--- config.mk ---
export PLATFORM = sky130hd
export DESIGN_NAME = status_flag_event_sources
export DESIGN_NICKNAME = d
export VERILOG_FILES = /design/src/rtl/status_flag_pkg.sv /design/src/rtl/pulse_stretch.sv /design/src/rtl/status_flag_event_sources.sv
export SDC_FILE = /design/constraint.sdc
export NUM_CORES = 1
export LEC_CHECK = 0
export BUFFER_PORTS_ARGS = -buffer_cell sky130_fd_sc_hd__buf_2
export CAP_MARGIN = 40
export CORE_MARGIN = 4
export CORE_UTILIZATION = 60
export DETAILED_ROUTE_END_ITERATION = 6
export PLACE_DENSITY = 0.89
export SLEW_MARGIN = 20
export SYNTH_ARGS = -nofsm -noshare
export SYNTH_HDL_FRONTEND = slang
export SYNTH_SLANG_ARGS = --single-unit
--- constraint.sdc ---
create_clock -name i_sys_clk -period 8.8 [get_ports i_sys_clk]
set_input_delay 1.76 -clock i_sys_clk [delete_from_list [all_inputs] [get_ports i_sys_clk]]
set_output_delay 1.76 -clock i_sys_clk [all_outputs]
set_load 0.01 [all_outputs]
--- src/rtl/status_flag_pkg.sv ---
// How it works
// - rate converter bad config raises error flag
// - rate converter error latches on rising edge
// - pin shows overheat warning or shutdown
// - headphone shorted if either region flags
// - overheat or speaker short kills speaker driver
// - speaker shutdown flag after shutdown completes
// - protection flags latch events on edges
// - range control flags on codes 1Dh-26h
// - sequencer active while running or queued
// - code 15h pulses about 100ns at done
// - sequence completion latches an event
// - bad register address sets interface error
// - firmware access without clock is error
// - interface error latches on rising edge
// - clock enable status codes, shutdown events
// - underclocked error when clock too slow
// - overclocked error beyond device limits
// - reject starved path, keep active paths
// - clocking errors latch on both edges
// - latched bit clears only on one written
package status_flag_pkg;
   // apb register map (byte addresses)
   localparam logic [11:0] ADDR_CFG    = 12'h000;
   localparam logic [11:0] ADDR_PIN    = 12'h004;
   localparam logic [11:0] ADDR_RAW    = 12'h008;
   localparam logic [11:0] ADDR_EVT    = 12'h00C;
   localparam logic [11:0] ADDR_PATH   = 12'h010;
   localparam logic [11:0] ADDR_FWACC  = 12'h014;
   // cfg register fields
   localparam int CFG_MAIN_EN = 0;
   localparam int CFG_SEC_EN  = 1;
   localparam logic [31:0] CFG_RESET = 32'h0000_0000;
   // raw/event bit positions
   localparam int NFLAG      = 16;
   localparam int B_ISRC0    = 0;
   localparam int B_WARN     = 3;
   localparam int B_OVHT     = 4;
   localparam int B_SPK_SC   = 5;
   localparam int B_HP_SC    = 6;
   localparam int B_SPK_OFF  = 8;
   localparam int B_SEQ_DONE = 9;
   localparam int B_CIF_ERR  = 10;
   localparam int B_MAIN_ON  = 11;
   localparam int B_SEC_ON   = 12;
   localparam int B_UNDER    = 13;
   localparam int B_OVER     = 14;
   localparam int B_SEQ_BSY  = 15;
   // pin function codes
   localparam logic [7:0] FN_SEQ_DONE = 8'h15;
   localparam logic [7:0] FN_CIF_ERR  = 8'h16;
   localparam logic [7:0] FN_DRC_LO   = 8'h1D;
   localparam logic [7:0] FN_DRC_HI   = 8'h26;
   localparam logic [7:0] FN_UNDER    = 8'h0A;
   localparam logic [7:0] FN_OVER_A   = 8'h27;
   localparam logic [7:0] FN_OVER_B   = 8'h2E;
   localparam logic [7:0] FN_WARN     = 8'h2B;
   localparam logic [7:0] FN_OVHT     = 8'h2C;
   localparam logic [7:0] FN_MAIN_ON  = 8'h4B;
   localparam logic [7:0] FN_SEC_ON   = 8'h4C;
   localparam logic [7:0] FN_ISOCHRONOUS_RATE_CONVERTER_LO  = 8'h4D;
   localparam logic [7:0] FN_SPK_SC   = 8'h53;
   localparam logic [7:0] FN_HP_SC_LO = 8'h54;
   localparam logic [7:0] FN_HP_SC_HI = 8'h55;
   localparam logic [7:0] FN_SPK_OFF  = 8'h56;
   // pulse timing
   localparam int CLK_NS     = 100;
   localparam int PULSE_NS   = 100;
   localparam int PULSE_CYC  = (PULSE_NS + CLK_NS / 2) / CLK_NS > 0 ?
                               (PULSE_NS + CLK_NS / 2) / CLK_NS : 1;
   localparam int SHUT_CYC   = 4;
   // apb request bundle
   typedef struct packed {
      logic        sel;
      logic        en;
      logic        wr;
      logic [11:0] addr;
      logic [31:0] wdata;
   } apb_req_t;
endpackage

--- src/rtl/pulse_stretch.sv ---
`timescale 1ns/1ns
`default_nettype none
// holds output high for a fixed count after a trigger
module pulse_stretch #(
   parameter int CYCLES = 1
) (
   input  wire logic i_sys_clk,
   input  wire logic i_rstn,
   input  wire logic i_trig,
   output logic      o_pulse
);
   typedef struct packed {
      logic [7:0] cnt;
   } ps_state_t;
   ps_state_t s_q;
   ps_state_t s_d;

   // load on trigger, count down otherwise
   always_comb begin
      s_d = s_q;
      if (i_trig) begin
         s_d.cnt = 8'(CYCLES);
      end else if (s_q.cnt != 8'h00) begin
         s_d.cnt = s_q.cnt - 8'h01;
      end
   end

   always_ff @(posedge i_sys_clk or negedge i_rstn) begin
      if (!i_rstn) begin
         s_q <= '0;
      end else begin
         s_q <= s_d;
      end
   end

   assign o_pulse = (s_q.cnt != 8'h00);
endmodule
`default_nettype wire

--- src/rtl/status_flag_event_sources.sv ---
// The implementer's own choices: the APB interface to the registers and the register addresses.
`timescale 1ns/1ns
`default_nettype none
// gathers status flags, latches edge events, drives two pins
module status_flag_event_sources #(
   parameter int NPIN = 2
) (
   input  wire logic        i_sys_clk,
   input  wire logic        i_rstn,
   // apb slave
   input  wire logic        psel,
   input  wire logic        penable,
   input  wire logic        pwrite,
   input  wire logic [11:0] paddr,
   input  wire logic [31:0] pwdata,
   output logic [31:0]      prdata,
   output logic             pready,
   output logic             pslverr,
   // sources
   input  wire logic [2:0]  i_isochronous_rate_converter_bad,
   input  wire logic        i_temp_warn,
   input  wire logic        i_temp_shut,
   input  wire logic        i_spk_short,
   input  wire logic [1:0]  i_hp_short_pos,
   input  wire logic [1:0]  i_hp_short_neg,
   input  wire logic [9:0]  i_drc_flags,
   input  wire logic        i_seq_running,
   input  wire logic        i_seq_queued,
   input  wire logic        i_seq_done,
   input  wire logic        i_fw_clk_on,
   input  wire logic [7:0]  i_clk_need,
   input  wire logic [7:0]  i_clk_avail,
   input  wire logic [7:0]  i_clk_limit,
   // outputs
   output logic             o_spk_enable,
   output logic [7:0]       o_path_active,
   output logic             o_main_clk_en,
   output logic             o_sec_clk_en,
   output logic [NPIN-1:0]  o_pin
);
   localparam int N = status_flag_pkg::NFLAG;

   // edge kinds per flag bit: rising, falling
   // clock-on bits latch on the fall only: the event marks a finished
   // shutdown, not a start; busy (bit 15) never latches
   localparam logic [N-1:0] RISE_MASK = 16'h67FF;
   localparam logic [N-1:0] FALL_MASK = 16'h7800;

   typedef struct packed {
      logic [31:0]       cfg;       // clock enables
      logic [15:0]       pin_fn;    // two 8-bit function codes
      logic [N-1:0]      raw;       // previous flag levels
      logic [N-1:0]      evt;       // latched events
      logic [7:0]        path;      // active signal paths
      logic              cif_err;   // control interface error level
      logic              spk_off;   // speaker shutdown done
      logic [3:0]        shut_cnt;  // speaker shutdown progress
      logic              main_on;   // main clock functions live
      logic              sec_on;    // secondary clock functions live
      logic              busy_q;    // sequencer active, delayed
      logic [31:0]       rdata;
   } st_t;
   st_t s_q;
   st_t s_d;

   logic [N-1:0] flags;
   logic         hp_sc;
   logic         shut_req;
   logic         under_err;
   logic         over_err;
   logic         seq_busy;
   logic         all_done;
   logic         done_pulse;
   logic         acc;

   // pick one flag for a pin by function code
   function automatic logic pin_mux(input logic [7:0] fn,
                                    input logic [N-1:0] f,
                                    input logic [9:0] dynamic_range_control,
                                    input logic hpp,
                                    input logic hpn,
                                    input logic pls);
      logic r;
      r = 1'b0;
      if (fn >= status_flag_pkg::FN_DRC_LO &&
          fn <= status_flag_pkg::FN_DRC_HI) begin
         r = dynamic_range_control[4'(fn - status_flag_pkg::FN_DRC_LO)];
      end else if (fn >= status_flag_pkg::FN_ISOCHRONOUS_RATE_CONVERTER_LO &&
                   fn <= 8'h4F) begin
         r = f[2'(fn - status_flag_pkg::FN_ISOCHRONOUS_RATE_CONVERTER_LO)];
      end else begin
         case (fn)
            status_flag_pkg::FN_SEQ_DONE: r = pls;
            status_flag_pkg::FN_CIF_ERR:  r = f[status_flag_pkg::B_CIF_ERR];
            status_flag_pkg::FN_WARN:     r = f[status_flag_pkg::B_WARN];
            status_flag_pkg::FN_OVHT:     r = f[status_flag_pkg::B_OVHT];
            status_flag_pkg::FN_SPK_SC:   r = f[status_flag_pkg::B_SPK_SC];
            status_flag_pkg::FN_HP_SC_LO: r = hpp;
            status_flag_pkg::FN_HP_SC_HI: r = hpn;
            status_flag_pkg::FN_SPK_OFF:  r = f[status_flag_pkg::B_SPK_OFF];
            status_flag_pkg::FN_MAIN_ON:  r = f[status_flag_pkg::B_MAIN_ON];
            status_flag_pkg::FN_SEC_ON:   r = f[status_flag_pkg::B_SEC_ON];
            status_flag_pkg::FN_UNDER:    r = f[status_flag_pkg::B_UNDER];
            status_flag_pkg::FN_OVER_A:   r = f[status_flag_pkg::B_OVER];
            status_flag_pkg::FN_OVER_B:   r = f[status_flag_pkg::B_OVER];
            default:                      r = 1'b0;
         endcase
      end
      return r;
   endfunction

   // headphone short on any channel: either region counts
   assign hp_sc = |(i_hp_short_pos | i_hp_short_neg);
   // overheat or speaker short forces shutdown
   assign shut_req = i_temp_shut | i_spk_short;
   // clock checks for the current demand
   assign over_err  = i_clk_need > i_clk_limit;
   assign under_err = !over_err && (i_clk_need > i_clk_avail);
   assign seq_busy  = i_seq_running | i_seq_queued;
   // done only when nothing runs or waits
   assign all_done  = s_q.busy_q && !seq_busy;

   // flag vector in bit order of the event register
   always_comb begin
      flags = '0;
      flags[2:0]                        = i_isochronous_rate_converter_bad;
      flags[status_flag_pkg::B_WARN]    = i_temp_warn;
      flags[status_flag_pkg::B_OVHT]    = i_temp_shut;
      flags[status_flag_pkg::B_SPK_SC]  = i_spk_short;
      flags[status_flag_pkg::B_HP_SC]   = hp_sc;
      flags[status_flag_pkg::B_SPK_OFF] = s_q.spk_off;
      flags[status_flag_pkg::B_SEQ_DONE]= i_seq_done;
      flags[status_flag_pkg::B_CIF_ERR] = s_q.cif_err;
      flags[status_flag_pkg::B_MAIN_ON] = s_q.main_on;
      flags[status_flag_pkg::B_SEC_ON]  = s_q.sec_on;
      flags[status_flag_pkg::B_UNDER]   = under_err;
      flags[status_flag_pkg::B_OVER]    = over_err;
      flags[status_flag_pkg::B_SEQ_BSY] = seq_busy;
   end

   pulse_stretch #(
      .CYCLES (status_flag_pkg::PULSE_CYC)
   ) u_done_pulse (
      .i_sys_clk (i_sys_clk),
      .i_rstn    (i_rstn),
      .i_trig    (all_done),
      .o_pulse   (done_pulse)
   );

   assign acc = psel && penable;

   // next state: bus, events, shutdown sequencing
   always_comb begin
      logic [N-1:0] rise;
      logic [N-1:0] fall;
      logic [N-1:0] clr;
      logic [11:0]  a;
      logic         hit;
      rise = flags & ~s_q.raw;
      fall = ~flags & s_q.raw;
      clr  = '0;
      a    = paddr;
      hit  = 1'b1;
      s_d  = s_q;
      s_d.raw    = flags;
      s_d.busy_q = seq_busy;
      s_d.cif_err = 1'b0;
      // register access: read word prepared in setup, writes on access
      if (psel) begin
         case (a)
            status_flag_pkg::ADDR_CFG: begin
               if (acc && pwrite) s_d.cfg = pwdata;
               s_d.rdata = s_q.cfg;
            end
            status_flag_pkg::ADDR_PIN: begin
               if (acc && pwrite) s_d.pin_fn = pwdata[15:0];
               s_d.rdata = {16'h0000, s_q.pin_fn};
            end
            status_flag_pkg::ADDR_RAW: begin
               s_d.rdata = {16'h0000, flags};
            end
            status_flag_pkg::ADDR_EVT: begin
               if (acc && pwrite) clr = pwdata[N-1:0];
               s_d.rdata = {16'h0000, s_q.evt};
            end
            status_flag_pkg::ADDR_PATH: begin
               // only grant paths that fit the clock budget
               if (acc && pwrite && !under_err && !over_err) begin
                  s_d.path = pwdata[7:0];
               end
               s_d.rdata = {24'h00_0000, s_q.path};
            end
            status_flag_pkg::ADDR_FWACC: begin
               // firmware window dead without its clock
               hit = i_fw_clk_on;
               s_d.rdata = 32'h0000_0000;
            end
            default: begin
               hit = 1'b0;
               s_d.rdata = 32'h0000_0000;
            end
         endcase
         // hold the answer through the access phase so it stands at
         // the edge where the master takes it
         if (penable) s_d.rdata = s_q.rdata;
         if (acc && !hit) s_d.cif_err = 1'b1;
      end
      // latch events; new edge beats a same-cycle clear
      s_d.evt = (s_q.evt & ~clr) |
                (rise & RISE_MASK) |
                (fall & FALL_MASK);
      // clock enables go live and drop one cycle after the cfg bits
      s_d.main_on = s_q.cfg[status_flag_pkg::CFG_MAIN_EN];
      s_d.sec_on  = s_q.cfg[status_flag_pkg::CFG_SEC_EN];
      // speaker shutdown: count up driver ramp to SHUT_CYC
      if (shut_req) begin
         if (s_q.shut_cnt != 4'(status_flag_pkg::SHUT_CYC)) begin
            s_d.shut_cnt = s_q.shut_cnt + 4'h1;
         end else begin
            s_d.spk_off = 1'b1;
         end
      end else begin
         s_d.shut_cnt = 4'h0;
         s_d.spk_off  = 1'b0;
      end
   end

   always_ff @(posedge i_sys_clk or negedge i_rstn) begin
      if (!i_rstn) begin
         s_q <= '0;
      end else begin
         s_q <= s_d;
      end
   end

   // always single-cycle access phase; read word loaded at setup edge
   assign pready  = 1'b1;
   assign pslverr = 1'b0;
   assign prdata  = s_q.rdata;
   // driver is off from the first cycle of a fault
   assign o_spk_enable  = !shut_req && !s_q.spk_off;
   assign o_path_active = s_q.path;
   assign o_main_clk_en = s_q.main_on;
   assign o_sec_clk_en  = s_q.sec_on;

   // pin selectors
   always_comb begin
      o_pin = '0;
      for (int i = 0; i < NPIN; i++) begin
         o_pin[i] = pin_mux(s_q.pin_fn[i*8 +: 8], flags, i_drc_flags,
                            i_hp_short_pos[0] | i_hp_short_neg[0],
                            i_hp_short_pos[1] | i_hp_short_neg[1],
                            done_pulse);
      end
   end
endmodule
`default_nettype wire

==> flow_summary.json, run 1 <==
{
  "first_global_vias": 6294,
  "synthArstFlopShare": 1.00,
  "cts-resized-gates": 0,
  "finalPower_w": 0.00160,
  "die_w_um": 120,
  "io_buffer_count": 141,
  "antenna_found_initial": 1,
  "syn_area_per_cell_um2": 9.77,
  "crit_path_cell_trace": "buf_2 -> ha_1 -> nor2b_1 -> o211ai_1 -> a21oi_1 -> a2111oi_2 -> nor4_1 -> o31ai_1 -> a21oi_1 -> buf_2",
  "ys_ff_latch": 135,
  "grtUsageMet3": 0.0745,
  "overflow": 0,
  "synth.distinct_cells": 65,
  "cp.arrival_ps": 3780,
  "peakVddDrop_mv": 0.128,
  "htreeDepth": 4,
  "grt.total_usage": 0.283,
  "timing.fmax_mhz": 180,
  "gp_congestion": 0.987,
  "crit_path_max_incr_delay_ps": 540,
  "reg2reg_to": "u_done_pulse.s_q[5]",
  "ctsHoldBuffers": 0,
  "crit_fanout": 4,
  "hold_viol_final": 0,
  "end_kind": "primary output",
  "drt_iter0_drc": 558,
  "synth-seq-area-share": 0.450,
  "power_frac_seq": 0.430,
  "syn_to_final_growth_pct": 14.7,
  "synthCells": 769,
  "ant_nets": 0,
  "worstMarginPinSlew_ps": 683,
  "crit_cells": 10,
  "clk_pin_slew_worst_paths_ps": 60,
  "setup_tns_ps": 0,
  "reg2reg_depth": 6,
  "grt_pass1_wl_um": 31800,
  "cp.buffers_inverters": 2,
  "swShare": 0.276,
  "drv_cap": 0,
  "synth_nets": 895,
  "die_area_um2": 14400,
  "die_h_um": 120,
  "dr.pass1.iters": 5,
  "drc_errors": 0,
  "synth_area_leaders": "dfrtp_1 45%, mux2_2 6.4%, nand2_1 4.8%",
  "worstSkewPairLatency_ps": 430,
  "endpoint": "o_pin[0]",
  "post_drt_wl_per_cell_um": 19.1,
  "p_clk_frac": 0.443,
  "place_hpwl_um": 13500,
  "final_nets": 982,
  "vias": 6204,
  "cts-buffers-inserted": 17,
  "ys.flop_type": "dfrtp_1",
  "synth-edff-count": 0,
  "grt_use_met2": 0.459,
  "wl_um": 19900,
  "switching_power_w": 0.000442,
  "cts_root_buf": "clkbuf_16",
  "fin_crit_sh": 0.630,
  "rsz0062_at_grt": "no",
  "cp_slowest_cell": "a2111oi_2",
  "tritoncts": "yes",
  "synth-warning-count": 0,
  "clockBufferDepth": 2,
  "cp_top_family": "compound AO/OA/AOI/OAI gates",
  "clkSinkCount": 135,
  "stdcell_area_um2": 8620,
  "synth_top_cells_by_count": "135 x dfrtp_1, 97 x nand2_1, 50 x o21ai_0",
  "use_met1": 0.359,
  "required_ps": 7040,
  "leakagePower_nw": 4.29,
  "setup_violations": 0,
  "skew_ps": 6.07,
  "avgViaCountPerCell": 5.98,
  "grt_max_degree": 53,
  "syn_area_um2": 7510,
  "timing.critical_path.from": "i_clk_need[1]",
  "startpoint_type": "primary input",
  "powerDensity_nw_per_um2": 186,
  "max_slew_margin": 0.545,
  "post_dp_cell_area_um2": 8020,
  "hold_path.class": "flop to flop",
  "drive_gt1_frac": 0.288,
  "whs_path_depth": 0,
  "synth_top_cell_area_share": 0.450,
  "status": "completed",
  "top_level_ports": 144,
  "cts_setup_buffers": 0,
  "start_util": 0.620,
  "synth.most_common_cell": "dfrtp_1",
  "fin_crit_ps": 5540,
  "internal_power_w": 0.00116,
  "worstReg2RegStart": "u_done_pulse.s_q[3]",
  "p_comb_frac": 0.126,
  "r2r_slack_ps": 6700,
  "core_area_um2": 12100,
  "worstSetupPathType": "primary input to primary output",
  "rows": 40,
  "grt_busiest_layer": "met2",
  "slew_violations": 0,
  "synth_top_area_cell": "dfrtp_1"
}
## layout make-up
| cell class | count | area (µm²) |
|---|---|---|
| repair buffers | 148 | 785 |
| fillers | 875 | 3490 |
| diodes | 1 | 2.50 |
| inverters | 45 | 169 |
| clock buffers | 17 | 425 |
| flip-flops and latches | 135 | 3380 |
| multi-input cells | 509 | 3480 |
| well taps | 168 | 210 |
| clock inverters | 15 | 169 |
## registers in the layout (all words and copies together), names as in the netlist
name / flops
s_q: 81
prdata: 32
o_path_active: 8
u_done_pulse.s_q: 8
flags: 2
s_d: 2
o_main_clk_en: 1
o_sec_clk_en: 1
## metal layers
layer	vias to the layer above	wire length, µm
li1	2855	-
met1	2942	7780
met2	352	9670
met3	55	1860
met4	0	570
met5	-	0
## cell families after synthesis
logic type | Yosys count | synth area share
simple gates | 256 | 0.169
compound gates | 143 | 0.120
flops | 135 | 0.450
buf+inv | 125 | 0.0881
mux | 68 | 0.110
fa+ha+maj | 29 | 0.0483
xor+xnor | 11 | 0.0128
other cells | 2 | 0.00100
## power groups by stage
stage,logic [W],clock network (W),registers (W)
floorplan,0.000123,0,0.000688
global placement,0.000181,0,0.000694
detailed placement,0.000189,0,0.000695
CTS,0.000202,0.000715,0.000687
global route,0.000228,0.000745,0.000693
finish,0.000202,0.000710,0.000689
## worst min path at each step
stage                 start  slack [ps]       endpoint
floorplan           s_d[34]         370  o_main_clk_en
global placement    s_d[34]         380  o_main_clk_en
detailed placement  s_d[34]         390  o_main_clk_en
CTS                 s_d[34]         410  o_main_clk_en
global route        s_d[34]         410  o_main_clk_en
finish              s_d[34]         410  o_main_clk_en
## through the flow
stage / worst slack, ps / cells / util / hold slack (ps)
2_1_floorplan: 3730 / 769 / - / 370
4_1_cts: 3260 / 1037 / 0.711 / 407
3_5_place_dp: 3260 / 1005 / 0.662 / 391
5_1_grt: 3000 / 1038 / 0.711 / 408
3_3_place_gp: 3290 / 1003 / 0.659 / 380
6_report: 3260 / 1038 / 0.711 / 405
## layout by cell type (no fill, tap or decap), types with 9 or more instances in the layout
cell type and instances:
dfrtp_1 135, buf_2 140, nand3_1 29, mux2i_1 12, o21ai_0 50, mux2_2 43
xnor2_1 9, nand2_1 97, a31oi_1 15, nand4_1 17, nor2_1 39, a22oi_1 17
inv_1 45, nor3_1 18, ha_1 29, a21oi_1 25, clkbuf_16 17
Note: power is estimated with default switching activity, not from simulation.
==> inputs of run 2 (changes only) <==
--- a/config.mk
+++ b/config.mk
@@ -8,9 +8,9 @@
 export BUFFER_PORTS_ARGS = -buffer_cell sky130_fd_sc_hd__buf_2
 export CAP_MARGIN = 40
 export CORE_MARGIN = 4
-export CORE_UTILIZATION = 60
+export CORE_UTILIZATION = 56
 export DETAILED_ROUTE_END_ITERATION = 6
-export PLACE_DENSITY = 0.89
+export PLACE_DENSITY = 0.84
 export SLEW_MARGIN = 20
 export SYNTH_ARGS = -nofsm -noshare
 export SYNTH_HDL_FRONTEND = slang
==> constraint.sdc (replaced) <==
create_clock -name i_sys_clk -period 5.75 [get_ports i_sys_clk]
set_input_delay 1.15 -clock i_sys_clk [delete_from_list [all_inputs] [get_ports i_sys_clk]]
set_output_delay 1.15 -clock i_sys_clk [all_outputs]
set_load 0.01 [all_outputs]
==> flow_summary.json, run 2 (synthesis gave the netlist of run 1 again) <==
{
  "status": "completed",
  "p_comb_frac": 0.126,
  "leakagePower_nw": 4.29,
  "timing.fmax_mhz": 232,
  "place_hpwl_um": 13400,
  "nFillCells": 1053,
  "drv_cap": 0,
  "io_buffer_count": 141,
  "crit_path_cell_trace": "buf_2 -> ha_1 -> nor2b_1 -> o211ai_1 -> a21oi_1 -> a2111oi_2 -> nor4_1 -> o31ai_1 -> a21oi_1 -> buf_2",
  "skew_ps": 10.9,
  "die_w_um": 124,
  "hold_viol_final": 0,
  "required_ps": 4600,
  "grt_pass1_wl_um": 29900,
  "fin_ws_ps": 1430,
  "cts_root_buf": "clkbuf_16",
  "dp_slack_ps": 1420,
  "rows": 42,
  "clkSinkCount": 135,
  "swShare": 0.285,
  "hold_path.class": "flop to flop",
  "grt.total_usage": 0.255,
  "die_area_um2": 15300,
  "die_h_um": 124,
  "fin_crit_ps": 4320,
  "crit_fanout": 4,
  "diodes": 0,
  "clk_pin_slew_worst_paths_ps": 60,
  "cp_slowest_cell": "a2111oi_2",
  "start_util": 0.569,
  "layout_common_cells": "140 x buf_2, 135 x dfrtp_1, 97 x nand2_1",
  "cts-buffers-inserted": 17,
  "antenna_found_initial": 0,
  "post_dp_cell_area_um2": 8010,
  "cts_setup_buffers": 0,
  "drc_errors": 0,
  "final_common_cell": "buf_2",
  "avgViaCountPerCell": 5.98,
  "end_kind": "primary output",
  "switching_power_w": 0.000678,
  "worstSetupPathType": "primary input to primary output",
  "max_slew_margin": 0.523,
  "worstSkewPairLatency_ps": 430,
  "top_register": "s_q",
  "startpoint_type": "primary input",
  "post_drt_wl_per_cell_um": 18.2,
  "grt_max_degree": 96,
  "setup_tns_ps": 0,
  "crit_path_max_incr_delay_ps": 560,
  "core_area_um2": 13200,
  "fin_crit_sh": 0.751,
  "cts-resized-gates": 0,
  "largest_register_ffs": 81,
  "vias": 6245,
  "setup_violations": 0,
  "finalPower_w": 0.00237,
  "ctsHoldBuffers": 0,
  "ant_nets": 0,
  "rsz0062_at_grt": "no",
  "worstMarginPinSlew_ps": 716,
  "drt_iter0_drc": 582,
  "p_clk_frac": 0.433,
  "gp_congestion": 0.980,
  "peakVddDrop_mv": 0.249,
  "first_global_vias": 5914,
  "powerDensity_nw_per_um2": 276,
  "htreeDepth": 4,
  "cp.arrival_ps": 3170,
  "overflow": 0,
  "drive_gt1_frac": 0.288,
  "top_level_ports": 144,
  "dr.pass1.iters": 5,
  "power_frac_seq": 0.442,
  "syn_to_final_growth_pct": 14.4,
  "tritoncts": "yes",
  "stdcell_area_um2": 8590,
  "internal_power_w": 0.00170,
  "wl_um": 19000,
  "slew_violations": 0,
  "clockBufferDepth": 2,
  "final_nets": 982
}
[run 2: cell type report]
| type | instances | area (µm²) | share of cell area |
|---|---|---|---|
| Inverter | 45 | 169 | 0.0197 |
| Multi-Input combinational cell | 509 | 3480 | 0.405 |
| Tap cell | 176 | 220 | 0.0256 |
| Sequential cell | 135 | 3380 | 0.393 |
| Timing Repair Buffer | 148 | 788 | 0.0917 |
| Clock buffer | 17 | 425 | 0.0495 |
| Clock inverter | 15 | 133 | 0.0154 |
[run 2: path summary, 6_finish.rpt]
kind	from	to	slack, ps	depth (start not counted)
hold reg to reg	s_d[33]	o_sec_clk_en	400	0
setup / recovery	i_clk_need[1]	o_pin[0]	1430	10
hold / removal	s_d[33]	o_sec_clk_en	400	0
min in group asynchronous	i_rstn	o_path_active[3]	530	1
setup reg to reg	u_done_pulse.s_q[4]	u_done_pulse.s_q[5]	3820	6
max in group asynchronous	i_rstn	s_q[128]	4080	3
[run 2: critical path: cells and delay by family]
kind	cells	cell delay, ps
adders and majority gates	1	300
AOI/OAI and AO/OA	5	1210
and+or+nand+nor	2	240
buffers and inverters	2	260
[run 2: stage by stage]
step	cells	hold slack (ps)	util
6_report	1045	401	0.651
5_1_grt	1045	417	0.651
4_1_cts	1044	403	0.649
3_5_place_dp	1012	390	0.607
3_3_place_gp	1011	383	0.606
2_1_floorplan	769	370	-
[run 2: per-layer routing]
layer  wire (µm)  GRT usage  share of wire  up-vias
li1            -          -              -     2863
met5           0          0              0        -
met4         446     0.0976          0.023        0
met3        1860     0.0513          0.098       52
met1        7560      0.336           0.40     2988
met2        9130      0.416           0.48      342
[run 2: power by group through the flow]
stage | Sequential [W] | Combinational [W] | Clock (W)
floorplan | 0.00105 | 0.000188 | 0
global placement | 0.00106 | 0.000280 | 0
detailed placement | 0.00106 | 0.000291 | 0
CTS | 0.00105 | 0.000298 | 0.00104
global route | 0.00105 | 0.000337 | 0.00108
finish | 0.00105 | 0.000298 | 0.00103
==> inputs of run 3 (changes only) <==
--- a/config.mk
+++ b/config.mk
@@ -8,9 +8,9 @@
 export BUFFER_PORTS_ARGS = -buffer_cell sky130_fd_sc_hd__buf_2
 export CAP_MARGIN = 40
 export CORE_MARGIN = 4
-export CORE_UTILIZATION = 56
+export CORE_UTILIZATION = 51
 export DETAILED_ROUTE_END_ITERATION = 6
-export PLACE_DENSITY = 0.84
+export PLACE_DENSITY = 0.8
 export SLEW_MARGIN = 20
 export SYNTH_ARGS = -nofsm -noshare
 export SYNTH_HDL_FRONTEND = slang
==> constraint.sdc (replaced) <==
create_clock -name i_sys_clk -period 3.75 [get_ports i_sys_clk]
set_input_delay 0.75 -clock i_sys_clk [delete_from_list [all_inputs] [get_ports i_sys_clk]]
set_output_delay 0.75 -clock i_sys_clk [all_outputs]
set_load 0.01 [all_outputs]
==> flow_summary.json, run 3 (synthesis gave the netlist of run 1 again) <==
{
  "end_kind": "primary output",
  "cts_root_buf": "clkbuf_16",
  "cts-buffers-inserted": 17,
  "crit_fanout": 6,
  "drc_errors": 0,
  "first_global_vias": 5911,
  "worstReg2RegStart": "u_done_pulse.s_q[4]",
  "clkSinkCount": 135,
  "die_h_um": 129,
  "slew_violations": 0,
  "die_area_um2": 16700,
  "startpoint_type": "flop",
  "final_common_cell": "buf_2",
  "placed_cells": 1029,
  "avgViaCountPerCell": 5.68,
  "fin_cells": 1061,
  "worstSkewPairLatency_ps": 420,
  "setup_tns_ps": 0,
  "grt_max_degree": 98,
  "peakVddDrop_mv": 0.292,
  "diodes": 0,
  "ctsHoldBuffers": 0,
  "powerDensity_nw_per_um2": 438,
  "drive_gt1_frac": 0.294,
  "wl_um": 18700,
  "cts-resized-gates": 0,
  "gp_congestion": 0.922,
  "worstSetupPathType": "flop to primary output",
  "overflow": 0,
  "drv_cap": 0,
  "hold_viol_final": 0,
  "start_util": 0.519,
  "cp.arrival_ps": 2770,
  "stdcell_area_um2": 8720,
  "grt_pass1_wl_um": 30100,
  "top_level_ports": 144,
  "clk_pin_slew_worst_paths_ps": 60,
  "layout_common_cells": "140 x buf_2, 135 x dfrtp_1, 97 x nand2_1",
  "grt.total_usage": 0.230,
  "worstMarginPinSlew_ps": 757,
  "fin_crit_ps": 3520,
  "syn_to_final_growth_pct": 16.2,
  "io_buffer_count": 141,
  "rows": 44,
  "core_area_um2": 14500,
  "r2r_slack_ps": 1800,
  "required_ps": 3000,
  "final_nets": 991,
  "fin_ws_ps": 229,
  "largest_register_ffs": 81,
  "die_w_um": 129,
  "post_dp_cell_area_um2": 8090,
  "reg2reg_depth": 6,
  "post_drt_wl_per_cell_um": 17.6,
  "fin_crit_sh": 0.939,
  "drt_iter0_drc": 431,
  "dp_slack_ps": 349,
  "cts_setup_buffers": 0,
  "max_slew_margin": 0.493,
  "vias": 6030,
  "hold_path.class": "primary input to asynchronous set/reset pin",
  "htreeDepth": 4,
  "top_register": "s_q",
  "skew_ps": 5.45,
  "setup_violations": 0,
  "nFillCells": 1229,
  "final_util": 0.603,
  "status": "completed",
  "rsz0062_at_grt": "no",
  "timing.fmax_mhz": 284,
  "leakagePower_nw": 4.36,
  "place_hpwl_um": 13600,
  "tritoncts": "yes",
  "antenna_found_initial": 1,
  "dr.pass1.iters": 5,
  "reg2reg_to": "u_done_pulse.s_q[5]",
  "ant_nets": 0,
  "clockBufferDepth": 2
}
run 3: changes by cell type in the layout (fill, tap and decap cells not counted), moves of 2 or more:
cell | before | now
inv_8 | 3 | 0
inv_6 | 7 | 3
buf_4 | 5 | 15
clkinv_4 | 2 | 4
bufinv_16 | 0 | 4
run 3: worst max path at each step:
| stage | endpoint | slack, ps | from |
|---|---|---|---|
| 2_1_floorplan | o_pin[0] | 660 | s_q[81] |
| 6_report | o_pin[0] | 230 | s_q[82] |
| 3_3_place_gp | o_path_active[0] | 390 | i_clk_need[1] |
| 5_1_grt | o_pin[0] | 60 | s_q[81] |
| 3_5_place_dp | o_path_active[4] | 350 | i_clk_need[1] |
| 4_1_cts | o_pin[0] | 220 | s_q[82] |
run 3: worst max-delay path, stage by stage (launching register included):
cell     delay, ps
dfrtp_1        470
inv_1          140
ha_1           480
mux2i_1        270
nor3_1          60
or3_1          340
o22ai_1        180
o311a_1        200
a21oi_1         60
buf_2          150
run 3: stage by stage:
stage	power, W	hold slack, ps
2_1_floorplan	0.00190	370
3_3_place_gp	0.00207	387
3_5_place_dp	0.00208	390
4_1_cts	0.00385	309
5_1_grt	0.00399	322
6_report	0.00382	298
run 3: final cells by class:
class,instances,area [µm²],area share
clock buffer,17,425,0.0488
clock inverter,14,199,0.0228
inverter,45,169,0.0194
multi-input combinational,509,3480,0.399
sequential,135,3380,0.387
tap,184,230,0.0264
timing repair buffer,157,845,0.0968
run 3: routing by layer:
metal / GRT usage / share of wire / wire, µm
met1: 0.314 / 0.44 / 8140
met5: 0 / 0.00059 / 11
met2: 0.365 / 0.47 / 8730
met4: 0.0698 / 0.019 / 352
met3: 0.0556 / 0.077 / 1430
run 3: where the power goes:
part	internal (W)	switching [W]
combinational	0.000188	0.000264
clock	0.00112	0.000644
sequential	0.00154	0.0000663
total	0.00285	0.000974
